**src/rtl/rfs_defs.svh**
```systemverilog
`ifndef RFS_DEFS_SVH
`define RFS_DEFS_SVH
// ***************************************************
// timing: alarm period from cap, current and threshold
// ***************************************************
`define RFS_AL_CAP_NF      1000
`define RFS_AL_K_MV        3100
`define RFS_AL_I_NA        20000
`define RFS_CLK_NS         10
// nF * mV / nA gives milliseconds
`define RFS_AL_PERIOD_MS   ((`RFS_AL_CAP_NF*`RFS_AL_K_MV)/`RFS_AL_I_NA)
`define RFS_AL_PERIOD_CYC  ((`RFS_AL_PERIOD_MS*1000000)/`RFS_CLK_NS)
`define RFS_COOL_PERIODS   16
`define RFS_WATCH_MULT     3
`define RFS_LATCH_COUNT    16
// ***************************************************
// register map (byte offsets) and interrupt bits
// ***************************************************
`define RFS_REG_PERIOD     8'h00
`define RFS_REG_STATUS     8'h04
`define RFS_REG_IRQ_STAT   8'h08
`define RFS_REG_IRQ_MASK   8'h0C
`define RFS_IRQ_OV         0
`define RFS_IRQ_THERM      1
`define RFS_IRQ_OC2        2
`define RFS_IRQ_LATCH      3
`define RFS_IRQ_QUIET      4
`define RFS_IRQ_W          5
`define RFS_RESP_OKAY      2'h0
`define RFS_RESP_SLVERR    2'h2
`endif

```
**src/rtl/rfs_pkg.sv**
```systemverilog
package rfs_pkg;
   // ************************************************
   // supervisor states, one-hot
   // ************************************************
   typedef enum logic [4:0] {
      ST_OFF   = 5'h01,   // enable low
      ST_RUN   = 5'h02,   // regulating
      ST_COOL  = 5'h04,   // bridge off, ramp discharged
      ST_WATCH = 5'h08,   // restarted, watching for alarms
      ST_LATCH = 5'h10    // latched off
   } rfs_state_type;

   // ************************************************
   // all state of the supervisor
   // ************************************************
   typedef struct packed {
      rfs_state_type state;
      logic          ov;
      logic          therm;
      logic [4:0]    alarm_cnt;
      logic [31:0]   per_cnt;
      logic [6:0]    per_idx;
      logic [31:0]   al_period;
      logic [4:0]    irq_stat;
      logic [4:0]    irq_mask;
      logic          aw_have;
      logic [7:0]    awaddr;
      logic          w_have;
      logic [31:0]   wdata;
      logic [3:0]    wstrb;
      logic          bvalid;
      logic [1:0]    bresp;
      logic          rvalid;
      logic [31:0]   rdata;
      logic [1:0]    rresp;
      logic          pg_oe;
      logic          sw_en;
      logic          hiz;
      logic          ss_dis;
      logic          al_dis;
      logic          al_chg;
      logic          hs_stop;
   } rfs_st_type;
endpackage

```
**src/rtl/rfs_supervisor.sv**
```systemverilog
// The implementer's own choices: the AXI4-Lite register port and the placing of the registers.
`timescale 1ns/100ps
`include "rfs_defs.svh"
module rfs_supervisor
   import rfs_pkg::*;
#(
   parameter logic [31:0] AL_PERIOD_CYC = `RFS_AL_PERIOD_CYC
) (
   input  wire logic        aclk,              // 100 MHz clock
   input  wire logic        aresetn,           // sync reset, low
   // axi4-lite slave
   input  wire logic [7:0]  s_axi_awaddr,      // write address
   input  wire logic        s_axi_awvalid,     // write addr valid
   output logic             s_axi_awready,     // write addr ready
   input  wire logic [31:0] s_axi_wdata,       // write data
   input  wire logic [3:0]  s_axi_wstrb,       // byte strobes
   input  wire logic        s_axi_wvalid,      // write data valid
   output logic             s_axi_wready,      // write data ready
   output logic [1:0]       s_axi_bresp,       // write response
   output logic             s_axi_bvalid,      // response valid
   input  wire logic        s_axi_bready,      // response ready
   input  wire logic [7:0]  s_axi_araddr,      // read address
   input  wire logic        s_axi_arvalid,     // read addr valid
   output logic             s_axi_arready,     // read addr ready
   output logic [31:0]      s_axi_rdata,       // read data
   output logic [1:0]       s_axi_rresp,       // read response
   output logic             s_axi_rvalid,      // read data valid
   input  wire logic        s_axi_rready,      // read data ready
   // fault comparators and pins
   input  wire logic        enable_in,         // enable pin level
   input  wire logic        ov_trip,           // feedback above 1 V
   input  wire logic        ov_release,        // feedback below 0.85 V
   input  wire logic        therm_trip,        // junction at 155 C
   input  wire logic        therm_cool,        // junction at 135 C
   input  wire logic        first_overcurrent, // level-one limit hit
   input  wire logic        second_overcurrent,// level-two limit hit
   input  wire logic        al_pin_zero,       // alarm pin at ground
   input  wire logic        al_pin_high,       // alarm pin above 0.2 V
   // outputs
   input  wire logic        power_good_out_i,  // power-good wire level
   output logic             power_good_out_o,  // open drain, drives 0
   output logic             power_good_out_oe, // high pulls pin low
   output logic             bridge_switch_en,  // bridge may switch
   output logic             bridge_hiz,        // both switches off
   output logic             hs_turn_off,       // end this on-time
   output logic             ss_discharge,      // pull ramp to ground
   output logic             al_cap_discharge,  // reset timing cap
   output logic             al_cap_charge,     // charge timing cap
   output logic             irq                // level interrupt
);

   // ************************************************
   // behaviour overview
   // ************************************************

   // overvoltage and thermal flags gate the bridge
   // directly; the overvoltage flag does not move the sequence.

   // a thermal trip or a level-two overcurrent while
   // switching is an alarm: the bridge stops, the
   // ramp is pulled down and cooling begins.

   // cooling waits for the thermal flag to clear,
   // then runs sixteen timer periods.

   // watching runs three cooling lengths; a quiet
   // window clears the alarm count (hiccup).

   // a count of sixteen inside watching latches the
   // regulator off until enable is cycled.

   // alarm pin levels override the count: grounded
   // never latches, high latches at once.

   // limitation: the period timer runs freely, so
   // it is reloaded at each alarm to give whole
   // periods from the alarm edge.

   // trade-off: outputs are registered, so a fault
   // reaches the pins one cycle after it is seen;
   // the analog loop ends the on-time first.

   // level-one overcurrent raises no alarm; it only
   // asks the driver to end the present on-time.

   // status shows flags, count and the pin level;
   // the period register may be shortened in tests.

   // a zero period is stored as one, since a zero
   // reload would never let the timer expire.

   // interrupt status is write-one-to-clear; an
   // event in the cycle of its clear survives.

   // ************************************************
   // address decode, shared by read and write paths
   // ************************************************
   // returns one-hot select: period, status, irq stat, mask
   function automatic logic [3:0] reg_sel(input logic [7:0] a);
      logic [3:0] s;
      s = 4'h0;
      case (a)
         `RFS_REG_PERIOD:   s = 4'h1;
         `RFS_REG_STATUS:   s = 4'h2;
         `RFS_REG_IRQ_STAT: s = 4'h4;
         `RFS_REG_IRQ_MASK: s = 4'h8;
         default:           s = 4'h0;
      endcase
      return s;
   endfunction

   // byte-lane merge of a write into a 32-bit word
   function automatic logic [31:0] merge(input logic [31:0] old,
                                         input logic [31:0] nw,
                                         input logic [3:0]  be);
      logic [31:0] m;
      m = old;
      for (int i = 0; i < 4; i++) begin
         if (be[i]) begin
            m[i*8 +: 8] = nw[i*8 +: 8];
         end
      end
      return m;
   endfunction

   // ************************************************
   // state
   // ************************************************
   rfs_st_type q;                  // registered state
   rfs_st_type d;                  // next state

   localparam logic [6:0] COOL_N =
      7'(`RFS_COOL_PERIODS);        // cooling length in periods
   localparam logic [6:0] WATCH_N =
      7'(`RFS_COOL_PERIODS * `RFS_WATCH_MULT);
   localparam logic [4:0] LATCH_N = 5'(`RFS_LATCH_COUNT);

   // ************************************************
   // next-state logic
   // ************************************************
   always_comb begin
      logic        alarm;          // thermal or level-two event
      logic        per_end;        // one timer period elapsed
      logic        wr_go;          // both write halves present
      logic        rd_go;          // read address taken
      logic [3:0]  wsel;           // write register select
      logic [3:0]  rsel;           // read register select
      logic [4:0]  ev;             // interrupt events this cycle
      logic [4:0]  clr;            // interrupt clears this cycle
      logic [31:0] wv;             // merged write value
      alarm   = 1'b0;
      per_end = 1'b0;
      wr_go   = 1'b0;
      rd_go   = 1'b0;
      wsel    = 4'h0;
      rsel    = 4'h0;
      ev      = 5'h00;
      clr     = 5'h00;
      wv      = 32'h0000_0000;
      d       = q;

      // overvoltage flag: set above 1 V, held until release
      if (ov_trip && !q.ov) begin
         d.ov = 1'b1;
         ev[`RFS_IRQ_OV] = 1'b1;
      end else if (q.ov && ov_release && !ov_trip) begin
         d.ov = 1'b0;
      end

      // thermal flag clears only at the lower threshold
      if (therm_trip && !q.therm) begin
         d.therm = 1'b1;
         ev[`RFS_IRQ_THERM] = 1'b1;
      end else if (q.therm && therm_cool && !therm_trip) begin
         d.therm = 1'b0;
      end

      // level-two overcurrent only counts while switching
      if (second_overcurrent && q.sw_en) begin
         ev[`RFS_IRQ_OC2] = 1'b1;
      end
      alarm = (therm_trip && !q.therm) ||
              (second_overcurrent && q.sw_en);

      // period timer; reloads from the software value
      per_end = (q.per_cnt == 32'h0000_0000);
      if (per_end) begin
         d.per_cnt = q.al_period - 32'h0000_0001;
         d.per_idx = q.per_idx + 7'h01;
      end else begin
         d.per_cnt = q.per_cnt - 32'h0000_0001;
      end

      // supervisor sequence
      case (q.state)
         ST_OFF: begin
            d.alarm_cnt = 5'h00;
            if (enable_in) begin
               d.state = ST_RUN;
            end
         end
         ST_RUN, ST_WATCH: begin
            if (alarm) begin
               // counts each alarm; pin forces the outcome
               d.alarm_cnt = q.alarm_cnt + 5'h01;
               if (al_pin_high && !al_pin_zero) begin
                  d.state = ST_LATCH;
               end else if (!al_pin_zero &&
                            q.state == ST_WATCH &&
                            q.alarm_cnt + 5'h01 >= LATCH_N) begin
                  d.state = ST_LATCH;
               end else begin
                  d.state = ST_COOL;
                  if (al_pin_zero) begin
                     d.alarm_cnt = 5'h01;
                  end
               end
               // discharge the timer, then count from zero
               d.per_cnt = q.al_period;
               d.per_idx = 7'h00;
            end else if (q.state == ST_WATCH &&
                         per_end && q.per_idx + 7'h01 >= WATCH_N) begin
               d.state     = ST_RUN;
               d.alarm_cnt = 5'h00;
               ev[`RFS_IRQ_QUIET] = 1'b1;
            end
         end
         ST_COOL: begin
            if (q.therm) begin
               // cooling starts only once the thermal fault clears
               d.per_cnt = q.al_period;
               d.per_idx = 7'h00;
            end else if (per_end &&
                         q.per_idx + 7'h01 >= COOL_N) begin
               d.state   = ST_WATCH;
               d.per_idx = 7'h00;
            end
         end
         ST_LATCH: begin
            // only the enable pin leaves this state
            d.alarm_cnt = q.alarm_cnt;
         end
         default: begin
            d.state = ST_OFF;
         end
      endcase
      if (d.state == ST_LATCH && q.state != ST_LATCH) begin
         ev[`RFS_IRQ_LATCH] = 1'b1;
      end
      // enable low overrides all, and is the only latch exit
      if (!enable_in) begin
         d.state = ST_OFF;
      end

      // ---------------- axi4-lite write ----------------
      if (s_axi_awvalid && s_axi_awready) begin
         d.aw_have = 1'b1;
         d.awaddr  = s_axi_awaddr;
      end
      if (s_axi_wvalid && s_axi_wready) begin
         d.w_have = 1'b1;
         d.wdata  = s_axi_wdata;
         d.wstrb  = s_axi_wstrb;
      end
      wr_go = q.aw_have && q.w_have && !q.bvalid;
      if (wr_go) begin
         wsel     = reg_sel(q.awaddr);
         d.aw_have = 1'b0;
         d.w_have  = 1'b0;
         d.bvalid  = 1'b1;
         d.bresp   = (wsel == 4'h0) ? `RFS_RESP_SLVERR
                                    : `RFS_RESP_OKAY;
         if (wsel[0]) begin
            wv = merge(q.al_period, q.wdata, q.wstrb);
            // a zero period would stall the timer; keep one
            d.al_period = (wv == 32'h0000_0000) ? 32'h0000_0001 : wv;
         end
         if (wsel[2] && q.wstrb[0]) begin
            clr = q.wdata[4:0];              // write one to clear
         end
         if (wsel[3] && q.wstrb[0]) begin
            d.irq_mask = q.wdata[4:0];
         end
      end else if (q.bvalid && s_axi_bready) begin
         d.bvalid = 1'b0;
      end
      // new events win over a clear in the same cycle
      d.irq_stat = (q.irq_stat & ~clr) | ev;

      // ---------------- axi4-lite read -----------------
      rd_go = s_axi_arvalid && s_axi_arready;
      if (rd_go) begin
         rsel    = reg_sel(s_axi_araddr);
         d.rvalid = 1'b1;
         d.rresp  = (rsel == 4'h0) ? `RFS_RESP_SLVERR
                                   : `RFS_RESP_OKAY;
         d.rdata  = 32'h0000_0000;
         if (rsel[0]) begin
            d.rdata = q.al_period;
         end
         if (rsel[1]) begin
            d.rdata = {16'h0000, 3'h0, power_good_out_i,
                       q.alarm_cnt, q.therm, q.ov, q.state};
         end
         if (rsel[2]) begin
            d.rdata = {27'h0, q.irq_stat};
         end
         if (rsel[3]) begin
            d.rdata = {27'h0, q.irq_mask};
         end
      end else if (q.rvalid && s_axi_rready) begin
         d.rvalid = 1'b0;
      end

      // ---------------- pin outputs --------------------
      // bridge switches only when regulating and fault free
      d.sw_en  = (d.state == ST_RUN || d.state == ST_WATCH) &&
                 !d.ov && !d.therm;
      d.hiz    = !d.sw_en;
      d.pg_oe  = !d.sw_en;
      d.ss_dis = (d.state != ST_RUN &&
                  d.state != ST_WATCH);
      d.al_dis = (d.state == ST_COOL &&
                  q.state != ST_COOL);
      d.al_chg = (d.state == ST_COOL ||
                  d.state == ST_WATCH) && !d.al_dis;
      // level one: cut on-time only, no alarm, pg untouched
      d.hs_stop = first_overcurrent && d.sw_en;
   end

   // ************************************************
   // state register
   // ************************************************
   always_ff @(posedge aclk) begin
      if (!aresetn) begin
         q           <= '0;
         q.state     <= ST_OFF;
         q.al_period <= AL_PERIOD_CYC;
         q.per_cnt   <= AL_PERIOD_CYC;
         q.pg_oe     <= 1'b1;
         q.hiz       <= 1'b1;
         q.ss_dis    <= 1'b1;
      end else begin
         q <= d;
      end
   end

   // ************************************************
   // outputs
   // ************************************************
   // one write in flight: halves accepted until both held
   assign s_axi_awready     = !q.aw_have && !q.bvalid;
   assign s_axi_wready      = !q.w_have && !q.bvalid;
   assign s_axi_bvalid      = q.bvalid;
   assign s_axi_bresp       = q.bresp;
   assign s_axi_arready     = !q.rvalid;
   assign s_axi_rvalid      = q.rvalid;
   assign s_axi_rdata       = q.rdata;
   assign s_axi_rresp       = q.rresp;
   assign power_good_out_o  = 1'b0;
   assign power_good_out_oe = q.pg_oe;
   assign bridge_switch_en  = q.sw_en;
   assign bridge_hiz        = q.hiz;
   assign hs_turn_off       = q.hs_stop;
   assign ss_discharge      = q.ss_dis;
   assign al_cap_discharge  = q.al_dis;
   assign al_cap_charge     = q.al_chg;
   assign irq               = |(q.irq_stat & q.irq_mask);

endmodule

```
**config.mk**
```make
export PLATFORM = sky130hd
export DESIGN_NAME = rfs_supervisor
export DESIGN_NICKNAME = d
export VERILOG_FILES = /design/src/rtl/rfs_pkg.sv /design/src/rtl/rfs_supervisor.sv
export VERILOG_INCLUDE_DIRS = /design/src /design/src/rtl
export SDC_FILE = /design/constraint.sdc
export NUM_CORES = 1
export LEC_CHECK = 0
export ABC_AREA = 1
export BUFFER_PORTS_ARGS = -buffer_cell sky130_fd_sc_hd__buf_2
export CELL_PAD_IN_SITES_DETAIL_PLACEMENT = 0
export CELL_PAD_IN_SITES_GLOBAL_PLACEMENT = 1
export CORE_UTILIZATION = 41
export CTS_CLUSTER_SIZE = 16
export DETAILED_ROUTE_END_ITERATION = 7
export PLACE_DENSITY_LB_ADDON = 0.1
export SYNTH_ARGS = -nofsm -noshare
export SYNTH_HDL_FRONTEND = slang
export SYNTH_SLANG_ARGS = --single-unit
```
**constraint.sdc**
```tcl
create_clock -name aclk -period 5.2 [get_ports aclk]
set_clock_uncertainty 0.15 [all_clocks]
set_input_delay 0.78 -clock aclk [delete_from_list [all_inputs] [get_ports aclk]]
set_output_delay 0.78 -clock aclk [all_outputs]
set_load 0.1 [all_outputs]
```
Yosys cells after proc, flatten, opt, wreduce, memory -nomap -nowiden
Cells that the tools add are included.
{"block": "word_totals", "input_bits": 69, "reg_bits": 183, "wordCells": 181}
{"block": "classes", "mux": 62, "reduce_logical": 62, "eq_ne": 20, "n_bitwise": 5, "order_cmp": 3, "addsub": 4}
{"op": "32-bit two-way mux", "count": 7}
{"op": "8-bit two-way mux", "count": 12}
{"op": "39-bit case mux with 2 select lines", "count": 1}
{"op": "5-bit two-way mux", "count": 15}
{"op": "32-bit logical NOT", "count": 2}
{"op": "32-bit by 1-bit subtractor with 32-bit output (second input constant)", "count": 2}
{"op": "39-bit two-way mux", "count": 1}
{"op": "8-bit by 4-bit equality test with 1-bit output (second input constant)", "count": 4}
{"op": "4-bit case mux with 4 select lines", "count": 2}
{"op": "1-bit logical AND", "count": 31}
{"op": "7-bit two-way mux", "count": 3}
{"op": "5-bit case mux with 4 select lines", "count": 1}
{"op": "8-bit by 3-bit equality test with 1-bit output (second input constant)", "count": 2}
{"op": "8-bit logical NOT", "count": 2}
{"op": "1-bit two-way mux", "count": 15}
{"op": "1-bit logical NOT", "count": 13}
{"op": "5-bit AND", "count": 2}
{"op": "5-bit by 2-bit equality test with 1-bit output (second input constant)", "count": 2}
{"op": "5-bit by 3-bit equality test with 1-bit output (second input constant)", "count": 2}
{"op": "5-bit by 4-bit equality test with 1-bit output (second input constant)", "count": 2}
{"op": "5-bit equality test (second input constant)", "count": 2}
{"op": "5-bit case mux with 2 select lines", "count": 1}
{"op": "4-bit logical NOT", "count": 2}
{"op": "4-bit two-way mux", "count": 2}
{"op": "other kinds (20)", "count": 28}

Logic depth before layout (Yosys ltp)
{"block": "logic_depth", "word_depth": 13, "ltp_mapped": 17, "ltp_nobuf": 17}

Worst setup path after synthesis
No wires, ideal clock.
{"block": "synth_path", "path_kind": "flip-flop to flip-flop", "from": "reg q (netlist bit s_axi_bvalid)", "to": "reg q[59] in the netlist's numbering", "arrival_time_ns": 3.064, "setup_ns": 0.065, "slack_ns": 1.922, "n_path_buf": 1, "path_stages_with_launch": 7, "synth_period_minus_slack_ns": 3.278, "required_time_ns": 4.985, "path_cell_list": "dfxtp_1 -> nor2_1 -> nand2_1 -> inv_1 -> buf_1 -> nor2_1 -> nor2_1"}
{"block": "synth_between", "elab_chain_len": 3}
{"element": "start: declaration", "line_no": "rfs_supervisor.sv:129", "rtl": "rfs_st_type q;"}
{"element": "1-bit logical NOT", "line_no": "rfs_supervisor.sv:353", "rtl": "assign s_axi_wready = !q.w_have && !q.bvalid;"}
{"element": "1-bit logical AND", "line_no": "rfs_supervisor.sv:353"}
{"element": "named net s_axi_wready", "line_no": "rfs_supervisor.sv:18", "rtl": "output logic s_axi_wready,"}
{"element": "1-bit logical AND", "line_no": "rfs_supervisor.sv:260", "rtl": "if (s_axi_wvalid && s_axi_wready) begin"}
The timed path passes the listed nets, and every way through them passes these cells.
A chain may end at the register's enable or synchronous reset.

Final worst setup path
{"block": "layout_path", "from": "reg q[142] in the netlist's numbering", "to": "reg q[164] in the netlist's numbering"}
{"block": "layout_between", "elab_chain_len": 4, "elab_cells_between_ends": 6, "classes_between": "add/sub: 1; mux: 4; reduce/logical: 1"}
{"element": "32-bit by 1-bit subtractor with 32-bit output or 32-bit logical NOT (tied branches)", "line_no": "rfs_supervisor.sv:191, rfs_supervisor.sv:186"}
{"element": "32-bit two-way mux *", "line_no": "rfs_supervisor.sv:187", "rtl": "if (per_end) begin"}
{"element": "32-bit two-way mux or 39-bit two-way mux (tied branches)", "line_no": "rfs_supervisor.sv:229, rfs_supervisor.sv:203"}
{"element": "39-bit case mux with 2 select lines *", "line_no": "rfs_supervisor.sv:195", "rtl": "case (q.state)"}
Every way passes the cells marked *; elsewhere a longest branch is shown, timed or not.

==> results.md <==
* Via density at 5.09
* CP Cell Sequence: nor2_1 -> nand2_1 -> nor2_1 -> nand2_2 -> nor2_4 -> inv_1 -> o21bai_1 -> inv_1 -> ha_1 -> nand3_1 -> nor2_2 -> nand4_2 -> nor2_1 -> nand2_1 -> nand3_1 -> a21oi_1
* # IOs at around 120
* Sink Count at 181
* Setup TNS at 0 ns
* Initial antenna violation count at 0
* Pleak at 4.17 nW
* Pwr per Cell Area at 317 mW/mm2
* Ys flop type: dfxtp_1
* Met3 WL at 1110 um
* Layout overhead on the synthesized area at 11.5%
* Worst VDD drop at approximately 0.20 mV
* Maximum number of pins on one net before global-route repair at 76
* Most common cell after layout, fill and taps aside: nand2_1
* Netlist cell types at 50
* Comb pwr share at between 10% and 20%
* Grt ovf at 0
* Final non-filler cell total at 1,633
* Post-synth EDFFs at 0
* Avg WL per Cell at 15.1 um
* Most used cell, CP: nor2_1
* Ys Warns at 0
* Int Power at roughly 2.2 mW
* RD Place Congestion at 0.884
* RSZ-0062 raised after global routing: no
* Most frequent cells in the layout: 231 x nand2_1, 181 x dfxtp_1, 156 x nor2_1, 146 x a21oi_1, 142 x o21ai_0
* Die width at about 150 um
* Vias in the first global route at 7,427
* Vias at 8,306
* Normalized max-slew margin at 40.1%
* Total Nets Final at 1,418
* CTS Root Cell: clkbuf_16
* Hold_buf cts at 0
* Crit path capture type: flip-flop
* DRC Markers at 0
* Aggregate routed wire length at 24,600 um
* Clock buffer depth at 2
* Die ar. at 0.0226 mm2
* Post-DP HPWL at 18,100 um
* Flops & latches, synth at 181
* Setup crit start kind: flip-flop
* H-tree depth at 4
* First-pass GRT wire length at 39,800 um
* CP max stage delay at 0.61 ns
* Max-cap violations at 0
* Post_cts resized at 0
* Die height at 150 um
* Fmax at between 300 and 400 MHz
* Worst min path class: reg2reg
* Worst slew pin tran at 0.897 ns
* Seq/Total Area, Yosys at 40.1%
* Clock transition at path regs at 0.08 ns
* Crit Path Max Fanout at 25
* Met2 routed WL at 10,000 um
* Highest Signal Layer: met4
* DP Cell Count at 1,601
* N_diodes at 0
* Seq pwr share at 46.9%
* Routed met1 length at 13,300 um
* Share of cells above drive strength 1 at between 10% and 20%
* Mean Syn Cell Area at 6.95 um2
* Worst EP required at around 5.4 ns
* Synthesized cell area at approximately 0.009 mm2
* Initial core utilization at a little over two fifths
* Synthesized instance count at approximately 1,300
* Fillers at 2,292
* DR iter-0 viols at 525
* Hold Fails Final Rpt at 0
* Core area at about 0.021 mm2
* Total CTS buffers at 17
* Final setup vio count at 0
* Post-CTS setup buffers at 0
* Arr. time, crit path at 3.50 ns
* Final Cycle Share at 63.1%
* CP max-delay cell: nor2_4
* Sw Ratio at 30.9%
* Clock power share at about two fifths
* Setup CP Type: reg2reg
* TritonCTS clock tree: yes
* Ys async rst share at 0%
* Final Slew Violations at 0
* Skew-Pair Late Insertion Delay at 0.44 ns
* Final min period at 3.28 ns
* Port Buf Inserts at 115
* GRT Util Overall at 22.6%
* First-pass iteration count of the detailed router at 7
* Net Sw Power at 988 uW
* Outcome: complete, no violations
* FP Rows at 53
* Post-DRT Antenna Nets at 0
## cells in the mapped netlist, types with 5 or more instances
| library cell | instances | share of area (%) |
|---|---|---|
| nand3b_1 | 5 | 0.42 |
| o21ai_1 | 10 | 0.55 |
| nor3_1 | 9 | 0.50 |
| dfxtp_1 | 181 | 40 |
| nand2_1 | 231 | 9.6 |
| inv_2 | 9 | 0.37 |
| nand2_2 | 12 | 0.83 |
| nor2_1 | 156 | 6.5 |
| nand4_1 | 13 | 0.90 |
| nor2_2 | 10 | 0.69 |
| a21oi_2 | 14 | 1.4 |
| a211oi_1 | 14 | 1.2 |
| a21oi_1 | 146 | 8.1 |
| xor2_1 | 9 | 0.87 |
| o21ai_0 | 142 | 7.9 |
| xnor2_1 | 7 | 0.68 |
| clkbuf_1 | 51 | 2.1 |
| o211ai_1 | 9 | 0.75 |
| o22ai_1 | 6 | 0.42 |
| nand3_1 | 53 | 2.9 |
| nor4_1 | 6 | 0.42 |
| inv_1 | 119 | 4.9 |
| buf_4 | 38 | 3.2 |
## worst max-delay path: cells and delay by family (launching register included)
family	cells	cell delay, ns
flip-flops	1	0.32
adder cells (fa/ha/maj)	1	0.22
buffers and inverters	2	0.43
AO/OA/AOI/OAI	2	0.40
AND/OR/NAND/NOR	11	1.68
## metrics by stage
stage	cell area (um2)	worst slack [ns]	power (mW)	hold slack (ns)	util [%]
after floorplan	9040	1.92	1.83	0.279	-
final	10100	1.92	3.19	0.307	47.3
after CTS	10100	1.92	3.22	0.310	47.3
after global placement	9480	2.01	1.92	0.291	44.5
after detailed placement	9480	1.94	1.93	0.297	44.5
after global routing	10100	1.67	3.34	0.324	47.3
## state kept, by name, indices dropped and copies added (netlist names)
name	cells
q	139
s_axi_rresp	1
s_axi_rvalid	1
s_axi_bresp	1
bridge_switch_en	1
hs_turn_off	1
ss_discharge	1
s_axi_rdata	32
s_axi_bvalid	1
bridge_hiz	1
al_cap_charge	1
al_cap_discharge	1
## power by group through the flow
stage	clock network (mW)	registers, mW	logic, mW
5_1_grt	1.38	1.51	0.446
2_1_floorplan	0	1.52	0.308
3_3_place_gp	0	1.53	0.395
4_1_cts	1.33	1.50	0.398
3_5_place_dp	0	1.53	0.396
6_report	1.30	1.50	0.395
## per-layer routing
| layer | global-route usage (%) | vias up |
|---|---|---|
| li1 | - | 4333 |
| met1 | 35.5 | 3752 |
| met2 | 31.6 | 201 |
| met3 | 3.24 | 20 |
| met4 | 5.30 | 0 |
| met5 | 0 | - |
## final cells by class
class	instances	area [um2]	share of cell area (%)
Multi-Input combinational cell	892	4380	43.5
Sequential cell	181	3620	36.0
Timing Repair Buffer	124	643	6.39
Inverter	129	484	4.81
Clock buffer	17	425	4.23
Tap cell	275	344	3.42
Clock inverter	15	163	1.62
## logic make-up (layout without fill, tap and decap cells)
family / after synthesis / count (layout) / synth area share [%]
other cells: 1 / 3 / 0.0415
buf+inv: 228 / 285 / 11.4
xor+xnor: 16 / 16 / 1.55
compound gates: 357 / 357 / 21.8
fa+ha+maj: 4 / 4 / 0.554
flops: 181 / 181 / 40.1
simple gates: 512 / 512 / 24.5
## final timing paths
path | from | depth (start not counted) | to | slack [ns]
setup / recovery | q[142] | 16 | q[164] | 1.92
hold / removal | q[75] | 2 | q[75] | 0.31
setup reg to reg | q[142] | 16 | q[164] | 1.92
hold reg to reg | q[75] | 2 | q[75] | 0.31
(Power assumes the default switching activity.)
